[src/ecc_irq_cfg.svh]
// Offsets, field positions, reset values and timing counts of the ECC event block
`ifndef ECC_IRQ_CFG_SVH
`define ECC_IRQ_CFG_SVH

`define COUNT_W          16
`define COUNT_RESET      16'h0000
`define COUNT_MAX        16'hffff
`define CFG_RESET        16'h8000
`define CFG_OUT_DIS_BIT  15
`define EVT_ECC1_BIT     0
`define EVT_ECC2_BIT     1
`define EVT_RDY_BIT      2
`define EVT_W            3
`define STATUS_RESET     3'h0
`define ECC_EVT_MASK     3'h3
`define UNIT_BYTES       16
`define UNIT_SHIFT       4
`define UNIT_IDX_W       28
`define UNIT_CLKS_OCTAL  8'h08
`define UNIT_CLKS_SPI    8'h80
`define BEAT_RESET       8'h00

`endif

[src/ecc_irq_pkg.sv]
// Types shared by the ECC error counter and event output logic
package ecc_irq_pkg;

  typedef enum logic [2:0] {
    CMD_ARRAY_READ,
    CMD_READ_COUNT,
    CMD_READ_CFG,
    CMD_READ_STATUS,
    CMD_WRITE_CFG,
    CMD_WRITE_STATUS,
    CMD_CLEAR_ECC,
    CMD_OTHER
  } cmd_t;

  typedef enum logic [1:0] {
    ST_IDLE,
    ST_ARRAY_READ,
    ST_OTHER_TXN
  } txn_state_t;

endpackage : ecc_irq_pkg

[src/ecc_evt_if.sv]
// Error hits passed from the transaction logic to the error counter
interface ecc_evt_if;
  logic        hit;
  logic [27:0] unit_idx;
  logic        new_txn;
  logic        clear;
  logic [15:0] count;

  modport src (output hit, output unit_idx, output new_txn, output clear, input count);
  modport cnt (input hit, input unit_idx, input new_txn, input clear, output count);
endinterface : ecc_evt_if

[src/ecc_error_count_and_event_irq.sv]
// ECC error counter and open-drain event output of the flash device
// Function
// - 16-bit counter counts 1-bit and 2-bit errors
// - Only main array errors are counted
// - Counter counts only during array reads
// - Counter saturates at all ones
// - Burst keeps counting until chip select high
// - One count per unit per transaction
// - Multi-programmed unit without 2-bit detection: uncounted
// - Counter clears on every reset and clear
// - Count readable on octal and single-lane buses
// - Event output low on any enabled event
// - Output idles high; config enables and selects
// - Status records every enabled event since clear
// - Output only released, never driven high
// - Config bit 15 disables and releases output
// - Write one clears; low until all cleared
// - Clear ECC clears ECC status, keeps enables
// - Hardware and CS resets release output; hard resets disable all
// - Config and status reached over octal only
// - Data unit is an aligned 16-byte block
// - Config four bit 3 enables 2-bit detection
`include "ecc_irq_cfg.svh"

module ecc_error_count_and_event_irq
  import ecc_irq_pkg::*;
(
  input  wire logic        ref_clk,
  input  wire logic        srst,
  input  wire logic        cs_n_pin,
  input  wire logic        link_clk_pin,
  input  wire logic        hw_reset_n_pin,
  input  wire logic        cs_sig_reset,
  input  wire logic        sw_reset,
  input  wire logic        dev_busy,
  input  wire logic        det2_enable,
  input  wire logic        cmd_valid,
  input  wire cmd_t        cmd,
  input  wire logic        cmd_octal,
  input  wire logic [31:0] cmd_addr,
  input  wire logic [15:0] cmd_wdata,
  input  wire logic        unit_valid,
  input  wire logic        unit_err1,
  input  wire logic        unit_err2,
  input  wire logic        unit_main,
  input  wire logic        unit_multi_prog,
  output logic      [15:0] rd_data,
  output logic             rd_valid,
  output logic             int_n_o,
  output logic             int_n_oe
);

  // ------------------------------------------------------------
  // Pin synchronisers
  // ------------------------------------------------------------
  logic cs_n_meta_q;
  logic cs_n_sync_q;
  logic lclk_meta_q;
  logic lclk_sync_q;
  logic lclk_prev_q;
  logic hwr_meta_q;
  logic hwr_sync_q;

  always_ff @(posedge ref_clk) begin
    if (srst) begin
      cs_n_meta_q <= 1'b1;
      cs_n_sync_q <= 1'b1;
    end else begin
      cs_n_meta_q <= cs_n_pin;
      cs_n_sync_q <= cs_n_meta_q;
    end
  end

  always_ff @(posedge ref_clk) begin
    if (srst) begin
      lclk_meta_q <= 1'b0;
      lclk_sync_q <= 1'b0;
      lclk_prev_q <= 1'b0;
    end else begin
      lclk_meta_q <= link_clk_pin;
      lclk_sync_q <= lclk_meta_q;
      lclk_prev_q <= lclk_sync_q;
    end
  end

  always_ff @(posedge ref_clk) begin
    if (srst) begin
      hwr_meta_q <= 1'b1;
      hwr_sync_q <= 1'b1;
    end else begin
      hwr_meta_q <= hw_reset_n_pin;
      hwr_sync_q <= hwr_meta_q;
    end
  end

  logic lclk_rise;
  logic hw_rst;
  logic hard_rst;
  logic out_rst;

  assign lclk_rise = lclk_sync_q && !lclk_prev_q;
  assign hw_rst    = !hwr_sync_q;
  assign hard_rst  = hw_rst;
  assign out_rst   = hw_rst || cs_sig_reset;

  // ------------------------------------------------------------
  // Command decode
  // ------------------------------------------------------------
  logic cmd_take;
  logic do_array_rd;
  logic do_rd_count;
  logic do_rd_cfg;
  logic do_rd_stat;
  logic do_wr_cfg;
  logic do_wr_stat;
  logic do_clr_ecc;

  function automatic logic is_cmd(input cmd_t c, input cmd_t want);
    is_cmd = (c == want);
  endfunction : is_cmd

  assign cmd_take    = cmd_valid && !cs_n_sync_q;
  assign do_array_rd = cmd_take && is_cmd(cmd, CMD_ARRAY_READ);
  assign do_rd_count = cmd_take && is_cmd(cmd, CMD_READ_COUNT);
  assign do_rd_cfg   = cmd_take && cmd_octal && is_cmd(cmd, CMD_READ_CFG);
  assign do_rd_stat  = cmd_take && cmd_octal && is_cmd(cmd, CMD_READ_STATUS);
  assign do_wr_cfg   = cmd_take && cmd_octal && is_cmd(cmd, CMD_WRITE_CFG);
  assign do_wr_stat  = cmd_take && cmd_octal && is_cmd(cmd, CMD_WRITE_STATUS);
  assign do_clr_ecc  = cmd_take && is_cmd(cmd, CMD_CLEAR_ECC);

  // ------------------------------------------------------------
  // Transaction state
  // ------------------------------------------------------------
  txn_state_t txn_q;
  logic       octal_q;

  always_ff @(posedge ref_clk) begin
    if (srst || hard_rst || cs_sig_reset || sw_reset) begin
      txn_q <= ST_IDLE;
    end else begin
      case (txn_q)
        ST_IDLE: begin
          if (do_array_rd) begin
            txn_q <= ST_ARRAY_READ;
          end else if (cmd_take) begin
            txn_q <= ST_OTHER_TXN;
          end
        end
        ST_ARRAY_READ: begin
          if (cs_n_sync_q) begin
            txn_q <= ST_IDLE;
          end
        end
        ST_OTHER_TXN: begin
          if (cs_n_sync_q) begin
            txn_q <= ST_IDLE;
          end
        end
        default: begin
          txn_q <= ST_IDLE;
        end
      endcase
    end
  end

  always_ff @(posedge ref_clk) begin
    if (srst) begin
      octal_q <= 1'b0;
    end else if (do_array_rd) begin
      octal_q <= cmd_octal;
    end
  end

  // ------------------------------------------------------------
  // Data unit tracking on link clock edges
  // ------------------------------------------------------------
  logic [`UNIT_IDX_W-1:0] unit_idx_q;
  logic [7:0]             beat_q;
  logic [7:0]             unit_clks;

  assign unit_clks = octal_q ? `UNIT_CLKS_OCTAL : `UNIT_CLKS_SPI;

  always_ff @(posedge ref_clk) begin
    if (srst) begin
      unit_idx_q <= '0;
      beat_q     <= `BEAT_RESET;
    end else if (do_array_rd) begin
      unit_idx_q <= cmd_addr[31:`UNIT_SHIFT];
      beat_q     <= `BEAT_RESET;
    end else if (txn_q == ST_ARRAY_READ && !cs_n_sync_q && lclk_rise) begin
      if (beat_q == unit_clks - 8'h01) begin
        beat_q     <= `BEAT_RESET;
        unit_idx_q <= unit_idx_q + 28'h0000001;
      end else begin
        beat_q <= beat_q + 8'h01;
      end
    end
  end

  // ------------------------------------------------------------
  // Error qualification
  // ------------------------------------------------------------
  logic in_read;
  logic det_off;
  logic err1_seen;
  logic err2_seen;
  logic count_hit;

  assign in_read   = (txn_q == ST_ARRAY_READ) && !cs_n_sync_q;
  assign det_off   = unit_multi_prog && !det2_enable;
  assign err1_seen = in_read && unit_valid && !det_off && unit_err1;
  assign err2_seen = in_read && unit_valid && !det_off && unit_err2 && det2_enable;
  assign count_hit = (err1_seen || err2_seen) && unit_main;

  ecc_evt_if ev ();

  assign ev.hit      = count_hit;
  assign ev.unit_idx = unit_idx_q;
  assign ev.new_txn  = do_array_rd;
  assign ev.clear    = hard_rst || cs_sig_reset || sw_reset || do_clr_ecc;

  ecc_err_counter u_counter (
    .ref_clk (ref_clk),
    .srst    (srst),
    .ev      (ev.cnt)
  );

  // ------------------------------------------------------------
  // Configuration register
  // ------------------------------------------------------------
  logic [15:0] cfg_q;

  always_ff @(posedge ref_clk) begin
    if (srst || hard_rst) begin
      cfg_q <= `CFG_RESET;
    end else if (do_wr_cfg) begin
      cfg_q <= cmd_wdata;
    end
  end

  // ------------------------------------------------------------
  // Event sources and status register
  // ------------------------------------------------------------
  logic                busy_q;
  logic [`EVT_W-1:0]   evt;
  logic [`EVT_W-1:0]   evt_en;
  logic [`EVT_W-1:0]   stat_q;
  logic [`EVT_W-1:0]   stat_clr;

  always_ff @(posedge ref_clk) begin
    if (srst) begin
      busy_q <= 1'b0;
    end else begin
      busy_q <= dev_busy;
    end
  end

  always_comb begin
    evt                = '0;
    evt[`EVT_ECC1_BIT] = err1_seen;
    evt[`EVT_ECC2_BIT] = err2_seen;
    evt[`EVT_RDY_BIT]  = busy_q && !dev_busy;
  end

  assign evt_en = cfg_q[`EVT_W-1:0];

  always_comb begin
    stat_clr = '0;
    if (do_wr_stat) begin
      stat_clr = cmd_wdata[`EVT_W-1:0];
    end
    if (do_clr_ecc) begin
      stat_clr = stat_clr | `ECC_EVT_MASK;
    end
  end

  always_ff @(posedge ref_clk) begin
    if (srst || out_rst) begin
      stat_q <= `STATUS_RESET;
    end else begin
      stat_q <= (stat_q & ~stat_clr) | (evt & evt_en);
    end
  end

  // ------------------------------------------------------------
  // Open-drain event output
  // ------------------------------------------------------------
  logic int_oe_q;
  logic int_o_q;

  always_ff @(posedge ref_clk) begin
    if (srst || out_rst) begin
      int_oe_q <= 1'b0;
    end else begin
      int_oe_q <= !cfg_q[`CFG_OUT_DIS_BIT] && |(stat_q & evt_en);
    end
  end

  always_ff @(posedge ref_clk) begin
    int_o_q <= 1'b0;
  end

  assign int_n_o  = int_o_q;
  assign int_n_oe = int_oe_q;

  // ------------------------------------------------------------
  // Read answers
  // ------------------------------------------------------------
  logic [15:0] rd_data_q;
  logic        rd_valid_q;

  always_ff @(posedge ref_clk) begin
    if (srst) begin
      rd_valid_q <= 1'b0;
      rd_data_q  <= 16'h0000;
    end else begin
      rd_valid_q <= do_rd_count || do_rd_cfg || do_rd_stat;
      if (do_rd_count) begin
        rd_data_q <= ev.count;
      end else if (do_rd_cfg) begin
        rd_data_q <= cfg_q;
      end else if (do_rd_stat) begin
        rd_data_q <= {13'h0000, stat_q};
      end else begin
        rd_data_q <= 16'h0000;
      end
    end
  end

  assign rd_data  = rd_data_q;
  assign rd_valid = rd_valid_q;

endmodule : ecc_error_count_and_event_irq

[src/ecc_err_counter.sv]
// Saturating ECC error counter with one count per data unit per transaction
`include "ecc_irq_cfg.svh"

module ecc_err_counter
  import ecc_irq_pkg::*;
(
  input  wire logic ref_clk,
  input  wire logic srst,
  ecc_evt_if.cnt    ev
);

  logic [`COUNT_W-1:0]    count_q;
  logic [`UNIT_IDX_W-1:0] last_idx_q;
  logic                   last_vld_q;
  logic                   take;

  function automatic logic [`COUNT_W-1:0] sat_inc(input logic [`COUNT_W-1:0] v);
    sat_inc = (v == `COUNT_MAX) ? v : v + 16'h0001;
  endfunction : sat_inc

  // Same unit twice in one transaction counts once
  assign take = ev.hit && !(last_vld_q && (last_idx_q == ev.unit_idx));

  always_ff @(posedge ref_clk) begin
    if (srst || ev.clear) begin
      count_q <= `COUNT_RESET;
    end else if (take) begin
      count_q <= sat_inc(count_q);
    end
  end

  always_ff @(posedge ref_clk) begin
    if (srst || ev.clear || ev.new_txn) begin
      last_vld_q <= 1'b0;
      last_idx_q <= '0;
    end else if (take) begin
      last_vld_q <= 1'b1;
      last_idx_q <= ev.unit_idx;
    end
  end

  assign ev.count = count_q;

endmodule : ecc_err_counter

[config.mk]
export PLATFORM = sky130hd
export DESIGN_NAME = ecc_error_count_and_event_irq
export DESIGN_NICKNAME = d
export VERILOG_FILES = /design/src/ecc_irq_pkg.sv /design/src/ecc_evt_if.sv /design/src/ecc_error_count_and_event_irq.sv /design/src/ecc_err_counter.sv
export VERILOG_INCLUDE_DIRS = /design/src
export SDC_FILE = /design/constraint.sdc
export NUM_CORES = 1
export LEC_CHECK = 0
export BUFFER_PORTS_ARGS = -buffer_cell sky130_fd_sc_hd__buf_2
export CORE_ASPECT_RATIO = 1.1
export CORE_MARGIN = 3
export CORE_UTILIZATION = 26
export CTS_CLUSTER_DIAMETER = 200
export DETAILED_ROUTE_END_ITERATION = 8
export GPL_TIMING_DRIVEN = 1
export MAX_ROUTING_LAYER = met4
export SLEW_MARGIN = 20
export SYNTH_ARGS = -nofsm -noshare
export SYNTH_HDL_FRONTEND = slang
export SYNTH_SLANG_ARGS = --single-unit
[constraint.sdc]
create_clock -name ref_clk -period 4.8 [get_ports ref_clk]
set_input_delay 0.96 -clock ref_clk [delete_from_list [all_inputs] [get_ports ref_clk]]
set_output_delay 0.96 -clock ref_clk [all_outputs]
set_load 0.05 [all_outputs]
# Word level (Yosys, flattened, before mapping)
# Cells that the tools add are included.
totals:
  input_bits: 67
  register_bits: 129
  word_cells: 110
op_classes:
  reduce_logical: 53
  eq_ne: 13
  n_addsub: 4
  bitwise: 6
  mux: 14
ops:
  columns: ["cell", "count"]
  rows:
  - ["28-bit 2-to-1 mux", 3]
  - ["16-bit 2-to-1 mux", 2]
  - ["28-bit by 1-bit adder with 28-bit output (second input constant)", 1]
  - ["28-bit equality test", 1]
  - ["1-bit logical AND", 23]
  - ["16-bit by 1-bit adder with 16-bit output (second input constant)", 1]
  - ["16-bit equality test (second input constant)", 1]
  - ["8-bit 2-to-1 mux", 2]
  - ["1-bit logical OR", 12]
  - ["3-bit AND", 3]
  - ["3-bit equality test (second input constant)", 3]
  - ["8-bit by 1-bit adder with 8-bit output (second input constant)", 1]
  - ["8-bit equality test", 1]
  - ["1-bit zero test", 8]
  - ["2-bit 2-to-1 mux", 4]
  - ["8-bit by 1-bit subtractor with 8-bit output (second input constant)", 1]
  - ["3-bit by 2-bit equality test with 1-bit output (second input constant)", 2]
  - ["3-bit 2-to-1 mux", 2]
  - ["2-bit AND reduction", 3]
  - ["2-bit case mux with 2 select lines", 1]
  - ["2-bit nonzero test", 2]
  - ["2-bit OR reduction", 2]
  - ["3-bit by 1-bit equality test with 1-bit output (second input constant)", 1]
  - ["3-bit zero test", 1]
  - ["9 further kinds", 9]

# Longest topological paths before layout
# Gate-level depths: netlist of the first run.
depth:
  word_depth: 10
  ltp_mapped: 10
  depth_no_buf: 8

# Hierarchy
# A second synthesis of the first run with hierarchy kept.
hier_totals:
  cells_unflattened: 706
  hier_area_um2: 6062.1
by_module_without_submodules:
  columns: ["mod", "area_each_um2", "instances", "cells_per_inst", "seq_area_each_um2"]
  rows:
  - ["ecc_error_count_and_event_irq", 3787.4, 1, 450, 1681.6]
  - ["ecc_err_counter", 2274.7, 1, 256, 900.9]

# Least setup slack after synthesis of the first run
# No wires, ideal clock.
synth_timing:
  path_kind: "input port to flip-flop"
  start: "input port cmd[0]"
  end: "register u_counter.last_idx_q[10]"
  t_arrival_ns: 2.396
  setup_slack_ns: 2.276
  setup_ns: 0.128
  cell_stages: 7
  cell_sequence: "clkbuf_1 > or3_1 > and2_0 > nand2_1 > buf_2 > buf_1 > nor2_1"
synth_between:
  elab_chain_len: 5
  word_cells_on_any_way: 7
  classes_between: "eq/ne (1); reduce/logical (6)"
synth_lines:
  columns: ["element", "line", "text"]
  rows:
  - ["from (decl)", "ecc_error_count_and_event_irq.sv:38", "input wire cmd_t cmd,"]
  - ["3-bit equality test", "ecc_error_count_and_event_irq.sv:119", "is_cmd = (c == want);"]
  - ["1-bit logical AND", "ecc_error_count_and_event_irq.sv:129", "assign do_clr_ecc = cmd_take && is_cmd(cmd, CMD_CLEAR_ECC);"]
  - ["1-bit logical OR", "ecc_error_count_and_event_irq.sv:220", "assign ev.clear = hard_rst || cs_sig_reset || sw_reset || do_clr_ecc;"]
  - ["1-bit logical OR", "ecc_err_counter.sv:33", "if (srst || ev.clear || ev.new_txn) begin"]
  - ["1-bit logical OR (*)", "ecc_err_counter.sv:33", null]
  - ["to (signal assigned)", "ecc_err_counter.sv:38", "last_idx_q <= ev.unit_idx;"]
  - ["to (decl)", "ecc_err_counter.sv:13", "logic [`UNIT_IDX_W-1:0] last_idx_q;"]
# Every way passes the cells marked *; elsewhere a longest branch is shown, timed or not.
# A chain may end at the register's enable or synchronous reset.

# Worst setup path after layout of the first run
layout_timing:
  start: "input port srst"
  end: "register u_counter.last_vld_q"
layout_between:
  elab_chain_len: 2
layout_lines:
  columns: ["element", "line", "text"]
  rows:
  - ["from (decl)", "ecc_error_count_and_event_irq.sv:29", "input wire logic srst,"]
  - ["1-bit logical OR (2 in series)", "ecc_err_counter.sv:33", null]
  - ["to (signal assigned)", "ecc_err_counter.sv:34", "last_vld_q <= 1'b0;"]
  - ["to (signal assigned)", "ecc_err_counter.sv:37", "last_vld_q <= 1'b1;"]
  - ["to (decl)", "ecc_err_counter.sv:14", "logic last_vld_q;"]
# Every way passes these cells.

==> out/results.tsv, run 1 <==
stage	metric	value	unit
cts	Setup Fix Bufs, Post-CTS	0	
cts	hold buffer count at cts	0	
synthesis	top cell type's share of synthesized area	0.440	
die	initial core utilization	0.265	
cts	Resize count post-CTS	0	
synthesis	Mapped Cells	664	
synthesis	cell taking the most area after synthesis	dfxtp_1	
pwr	Seq pwr share	0.415	
cts	Num CTS Buffers	17	
timing	Final Setup Violations	0	
synthesis	flops & latches, synth	129	
synthesis	number of enable flip-flop cells after synthesis	0	
timing	Layout Skew	10.7	ps
synthesis	library cells used by synthesis	55	
critical_path	slowest CP cell	and2_0	
die	die area	24400	sq um
cts	CTS sink count	129	
synthesis	main flop type after synthesis	dfxtp_1	
cells_and_area	NumNets Final	805	
synthesis	Commonest cells post-synth	dfxtp_1 (129), nor2_1 (95), nand2_1 (66)	
pwr	power per cell area	360	nW/um^2
global_routing	first-pass GRT wire length	23000	um
timing	worst slew pin tran	938	ps
die	Die W	149	um
synthesis	syn_nets	736	
placed_design	DP Area	6550	sq um
pwr	Total Power	2.60	mW
critical_path	Worst Setup End Kind	register	
cells_and_area	share of post-route cells with drive strength above 1	0.198	
placed_design	PortBufs	80	
pwr	P_sw	0.530	mW
critical_path	CP Class	primary input to register	
timing	maximum clock rate	323	MHz
global_routing	GRT Total Usage	0.120	
cts	Skew-Pair Late Insertion Delay	410	ps
drt	Pre-antenna DRT Iters	5	
synthesis	area of the mapped netlist	5870	sq um
timing	Final Cycle Share	0.646	
drt	via/cell ratio	4.65	
global_routing	grt total ovfl	0	
cells_and_area	fill cell count	2291	
drt	total number of vias	4839	
pwr	Int Power	2.07	mW
worst_hold_path	Min-Delay Path Class	register to register	
cts	CTS Buffer Depth	2	
cts	CTS tree	yes	
drt	Final ANT Viol Nets	0	
placed_design	Post-DP HPWL	9900	um
cts	Clock transition at path regs	60	ps
critical_path	cells along the critical path	buf_2 -> nand2b_1 -> nor3_1 -> and2_0 -> nand2_1 -> buf_4 -> a21oi_1	
timing	Tmin final	3100	ps
placed_design	Placed Cells	1009	
critical_path	CP Max Fanout	29	
cells_and_area	area grow syn2layout	22.9	%
cts	H-tree depth	4	
pwr	Comb pwr share	0.027	
die	DIE HEIGHT	164	um
critical_path	Worst EP required	5140	ps
cells_and_area	Finished Layout Cells	1041	
placed_design	GP Congestion	0.757	
drt	WL per Instance	13.4	um
die	I/O pins	86	
cts	clk root buf	clkbuf_16	
timing	Slew Limit Fails	0	
synthesis	most frequent cell after synthesis	dfxtp_1	
drt	1st-iter DRT viols	227	
pwr	Sw Ratio	0.204	
timing	final hold violation count	0	
synthesis	Post-synth ARST share	0	
synthesis	syn_area_per_cell	8.84	sq um
cells_and_area	Final Instance Area	7220	sq um
synthesis	Ys Warns	0	
pwr	Pleak	2.81	nW
timing	RSZ-0062 raised after global routing	false	
outcome	status	complete, no violations	
timing	Slew HR	0.371	
drt	routed wire length	13900	um
critical_path	startpoint types	primary input	
pwr	clock share of power	0.557	
global_routing	largest net degree at the start of global routing	58	
timing	final setup TNS	0	ps
global_routing	initial antenna violation count	0	
cells_and_area	ant diodes	0	
die	Core Area	22200	sq um
synthesis	Synth area leaders	dfxtp_1 (44%), nor2_1 (6.1%), mux2i_1 (5.6%), xnor2_1 (4.6%), nand2_1 (4.2%)	
global_routing	number of global-route vias before repair	4652	
critical_path	slowest stage delay, CP	720	ps
drt	# DRC	0	
pwr	VDD IR max	0.000253	V
synthesis	Seq/Total Area, Yosys	0.440	
flow_run	max-cap violations	0	
critical_path	crit path DAT	3440	ps
die	Rows	57	
[layer usage]
layer / track usage / routed length, um
met5: - / 0
met4: 0.0420 / 133
met3: 0.0272 / 517
met2: 0.195 / 6740
met1: 0.147 / 6540
[layout make-up]
class	count	area (sq um)	share of cell area
clock buffers	20	467	0.0647
clock inverters	12	204	0.0283
inverters	12	45.0	0.00624
multi-input cells	483	3080	0.426
flip-flops and latches	129	2580	0.358
well taps	295	369	0.0511
repair buffers	90	475	0.0659
[power by group through the flow]
stage	Sequential, mW	Combinational [mW]	Clock [mW]
after floorplan	1.10	0.0353	0
after global placement	1.10	0.0706	0
after detailed placement	1.10	0.0716	0
after CTS	1.08	0.0717	1.48
after global routing	1.08	0.0800	1.53
final	1.08	0.0708	1.45
[path summary, 6_finish.rpt]
kind | from | to | slack [ps] | cells after the start
worst max-delay path | srst | u_counter.last_vld_q$_SDFFE_PP0P_ | 1700 | 7
worst min-delay path | cs_n_meta_q$_SDFF_PP1_ | cs_n_sync_q$_SDFF_PP1_ | 400 | 1
worst max register to register | txn_q[1]$_SDFFE_PP0P_ | ev.unit_idx[20]$_SDFFE_PP0P_ | 2030 | 9
worst min register to register | cs_n_meta_q$_SDFF_PP1_ | cs_n_sync_q$_SDFF_PP1_ | 400 | 1
[flip-flops by register name, indices dropped and copies added (netlist names), 2 cells and up]
name                  count
ev.unit_idx              28
cfg_q                    16
txn_q                     2
u_counter.ev.count       16
beat_q                    8
stat_q                    3
u_counter.last_idx_q     28
rd_data                  16
[cells by family (layout without fill, tap and decap cells)]
family          after synthesis  after routing  share of synthesized area
compound gates              102            102                      0.124
xor+xnor                     58             58                     0.0865
fa+ha+maj                     5              5                     0.0107
buf+inv                      52            134                     0.0388
flops                       129            129                      0.440
mux                          37             37                     0.0639
other cells                   1              1                   0.000639
simple gates                280            280                      0.236
[through the flow]
step / util / worst slack [ps] / hold slack, ps
after floorplan: - / 2280 / 389
after global placement: 0.295 / 1320 / 392
after detailed placement: 0.295 / 1270 / 394
after CTS: 0.325 / 1690 / 405
after global routing: 0.325 / 1360 / 408
final: 0.325 / 1700 / 403
[critical path, delay by kind of cell]
family	cells	cell delay, ps
and+or+nand+nor	4	1940
AOI/OAI and AO/OA	1	140
buffers and inverters	2	380
[cells in the final DEF, fill, tap and decap left out, types with 5 or more instances in the layout]
| cell | instances |
|---|---|
| dfxtp_1 | 129 |
| nor2_1 | 95 |
| buf_2 | 80 |
| nand2_1 | 66 |
| mux2i_1 | 33 |
| xnor2_1 | 31 |
| xor2_1 | 27 |
| a21oi_1 | 27 |
| nand3_1 | 23 |
| a211oi_1 | 23 |
| nand4_1 | 19 |
| a22oi_1 | 18 |
| and3_1 | 17 |
| clkbuf_16 | 17 |
| inv_1 | 12 |
| nor3_1 | 10 |
| buf_4 | 10 |
| nand2b_1 | 9 |
| o21ai_0 | 9 |
| or3_1 | 6 |
| nor2b_1 | 5 |
| a211oi_2 | 5 |
| ha_1 | 5 |
| bufinv_16 | 5 |
Power figures use the tool's default switching activity.
==> run 2, diff against run 1 <==
- ABC_AREA: default -> 1
- clock period: 4.8 -> 2.5 ns (I/O delays scaled with it)
==> run 2 against run 1 <==
Clock power is 81% higher. Critical path type is now register to register. Critical endpoint is now u_counter.last_idx_q[25]$_SDFFE_PP0P_. Register-to-register slack worse by 1700 ps. First-iteration DRC count grew 73%. Global-route usage increased by 2.4 points. Cell count grew 40%. Clock skew shrank 1.2 ps. Hold slack worse by 150 ps. Largest power group unchanged. Die area is 14% higher. Non-clock buffer count grew 10. Final area up 12%.
==> out/results.tsv, run 2 <==
stage	metric	value	unit	change
cts	Setup Fix Bufs, Post-CTS	0		unchanged
cts	H-tree depth	4		unchanged
cells_and_area	Finished Layout Cells	1458		was 1041
timing	Slew HR	0.442		was 0.371
die	I/O pins	86		unchanged
global_routing	grt total ovfl	0		unchanged
synthesis	Seq/Total Area, Yosys	0.386		was 0.440
drt	WL per Instance	13.1	um	was 13.4 um
die	DIE HEIGHT	174	um	was 164 um
synthesis	top cell type's share of synthesized area	0.386		was 0.440
drt	via/cell ratio	4.48		was 4.65
critical_path	CP endpoint	u_counter.last_idx_q[25]$_SDFFE_PP0P_		was u_counter.last_vld_q$_SDFFE_PP0P_
pwr	power per cell area	597	nW/um^2	was 360 nW/um^2
cts	CTS tree	yes		unchanged
cts	hold buffer count at cts	0		unchanged
synthesis	library cells used by synthesis	43		was 55
synthesis	cell taking the most area after synthesis	dfxtp_1		unchanged
drt	Final ANT Viol Nets	0		unchanged
cells_and_area	area grow syn2layout	21.0	%	was 22.9%
worst_hold_path	Min-Delay Path Class	primary input to register		was register to register
synthesis	syn_area_per_cell	6.57	sq um	was 8.84 sq um
die	die area	27700	sq um	was 24400 sq um
timing	worst slew pin tran	835	ps	was 938 ps
timing	Final Cycle Share	0.861		
synthesis	Commonest cells post-synth	nand2_1 (247), nor2_1 (180), dfxtp_1 (129)		was dfxtp_1 (129), nor2_1 (95), nand2_1 (66)
timing	Final Setup Violations	0		unchanged
cts	clk root buf	clkbuf_16		unchanged
cts	Skew-Pair Late Insertion Delay	430	ps	was 410 ps
drt	Pre-antenna DRT Iters	5		unchanged
critical_path	crit path DAT	2520	ps	was 3440 ps
timing	Slew Limit Fails	0		unchanged
cells_and_area	share of post-route cells with drive strength above 1	0.159		was 0.198
worst_hold_path	Min-Delay Path Depth	2		was 1
drt	# DRC	0		unchanged
placed_design	GP Congestion	0.873		was 0.757
cts	CTS Buffer Depth	2		unchanged
die	Die W	159	um	was 149 um
timing	Tmin final	2150	ps	
timing	RSZ-0062 raised after global routing	false		unchanged
placed_design	Post-DP HPWL	13800	um	was 9900 um
cells_and_area	fill cell count	2759		was 2291
cts	Num CTS Buffers	17		unchanged
timing	final setup TNS	0	ps	unchanged
synthesis	flops & latches, synth	129		unchanged
synthesis	syn_nets	1091		was 736
cells_and_area	most frequent cells in the layout	nand2_1 (246), nor2_1 (180), dfxtp_1 (129)		was dfxtp_1 (129), nor2_1 (95), buf_2 (80)
drt	1st-iter DRT viols	392		was 227
die	initial core utilization	0.269		was 0.265
drt	routed wire length	19100	um	was 13900 um
pwr	VDD IR max	0.000433	V	was 0.000253 V
cells_and_area	NumNets Final	1173		was 805
outcome	status	complete, no violations		unchanged
critical_path	worst reg2reg setup slack	350	ps	was 2030 ps
cells_and_area	commonest non-fill, non-tap cell in the layout	nand2_1		was dfxtp_1
placed_design	PortBufs	80		unchanged
critical_path	Worst EP required	2870	ps	was 5140 ps
critical_path	startpoint types	register		was primary input
synthesis	main flop type after synthesis	dfxtp_1		unchanged
cts	Resize count post-CTS	0		unchanged
global_routing	initial antenna violation count	2		was 0
drt	total number of vias	6530		was 4839
synthesis	number of enable flip-flop cells after synthesis	0		unchanged
timing	final hold violation count	0		unchanged
synthesis	Ys Warns	0		unchanged
critical_path	CP Max Fanout	28		was 29
flow_run	max-cap violations	0		unchanged
critical_path	CP Class	register to register		was primary input to register
die	Core Area	24900	sq um	was 22200 sq um
die	Rows	60		was 57
timing	Layout Skew	9.58	ps	was 10.7 ps
global_routing	number of global-route vias before repair	6266		was 4652
critical_path	Worst Setup End Kind	register		unchanged
placed_design	Placed Cells	1423		was 1009
critical_path	Reg-to-Reg Start	txn_q[1]$_SDFFE_PP0P_		unchanged
synthesis	area of the mapped netlist	6700	sq um	was 5870 sq um
global_routing	largest net degree at the start of global routing	30		was 58
critical_path	RR Endpoint	u_counter.last_idx_q[25]$_SDFFE_PP0P_		was ev.unit_idx[20]$_SDFFE_PP0P_
critical_path	Crit. Startpoint	txn_q[1]$_SDFFE_PP0P_		was srst
synthesis	most frequent cell after synthesis	nand2_1		was dfxtp_1
synthesis	Mapped Cells	1019		was 664
global_routing	first-pass GRT wire length	31700	um	was 23000 um
cts	CTS sink count	129		unchanged
timing	maximum clock rate	465	MHz	
global_routing	GRT Total Usage	0.145		was 0.120
pwr	Pleak	3.33	nW	was 2.81 nW
cts	Clock transition at path regs	60	ps	about the same
synthesis	Synth area leaders	dfxtp_1 (39%), nand2_1 (14%), nor2_1 (10%), inv_1 (6.8%), nand3_1 (4.9%)		was dfxtp_1 (44%), nor2_1 (6.1%), mux2i_1 (5.6%), xnor2_1 (4.6%), nand2_1 (4.2%)
critical_path	Reg2Reg Depth	12		was 9
synthesis	Post-synth ARST share	0		unchanged
==> run 2: changes by cell type after synthesis, sizes merged, moves of 26 or more <==
cell    change
nand2     +184
inv       +115
nor2      +102
o21ai      +64
nand3      +43
mux2i      -31
a211oi     -26
==> run 2: how the worst min path moves through the flow <==
stage	from	endpoint	slack, ps
2_1_floorplan	lclk_meta_q$_SDFF_PP0_	lclk_sync_q$_SDFF_PP0_	390
3_3_place_gp	hwr_meta_q$_SDFF_PP1_	hwr_sync_q$_SDFF_PP1_	390
3_5_place_dp	lclk_meta_q$_SDFF_PP0_	lclk_sync_q$_SDFF_PP0_	390
4_1_cts	hw_reset_n_pin	hwr_meta_q$_SDFF_PP1_	240
5_1_grt	hw_reset_n_pin	hwr_meta_q$_SDFF_PP1_	240
6_report	hw_reset_n_pin	hwr_meta_q$_SDFF_PP1_	250
==> run 2: cell type report <==
type / count / area [sq um] / share of cell area
Clock inverter: 15 / 188 / 0.0231
Antenna cell: 3 / 7.51 / 0.000926
Sequential cell: 129 / 2580 / 0.319
Timing Repair Buffer: 100 / 563 / 0.0694
Clock buffer: 17 / 425 / 0.0525
Multi-Input combinational cell: 726 / 3440 / 0.424
Inverter: 127 / 479 / 0.0591
Tap cell: 341 / 427 / 0.0526
==> run 2: cells by family (layout without fill, tap and decap cells) <==
kind of cell | after synthesis | after routing | synth area share
AOI/OAI and AO/OA | 133 | 133 | 0.114
adders and majority gates | 5 | 5 | 0.00934
buffers and inverters | 164 | 259 | 0.102
muxes | 2 | 2 | 0.00299
other | 1 | 4 | 0.000560
and+or+nand+nor | 561 | 561 | 0.354
DFF | 129 | 129 | 0.386
xor gates and xnor gates | 24 | 24 | 0.0314
==> run 2: layer usage <==
metal	track usage	routed length [um]
met3	0.0374	1140
met5	-	0
met4	0.0441	324
met2	0.225	8660
met1	0.185	8980
==> run 2: critical path: stages (launching register included) <==
cell and delay (ps):
dfxtp_1 300, inv_1 100, ha_1 160, inv_1 50
nor2_2 160, nand2_1 90, a21oi_2 150, nand2_1 110
a21boi_4 220, nand2_2 90, inv_2 430, nor2_1 110
nor2_2 120
==> run 2: report_power, final <==
group	leakage [nW]	internal [mW]	switching [mW]
clock network	0.298	1.52	1.10
logic	1.99	0.0622	0.0948
registers	1.04	2.06	0.00304
==> run 2: metrics by stage <==
step | instance area (sq um) | total power, mW | utilization | hold slack [ps] | worst slack, ps
floorplan | 6700 | 2.19 | - | 388 | 683
global placement | 7490 | 2.27 | 0.300 | 393 | 207
detailed placement | 7490 | 2.27 | 0.300 | 394 | 158
CTS | 8100 | 4.88 | 0.325 | 236 | 302
global route | 8110 | 4.98 | 0.325 | 243 | 61.7
finish | 8110 | 4.84 | 0.325 | 251 | 348
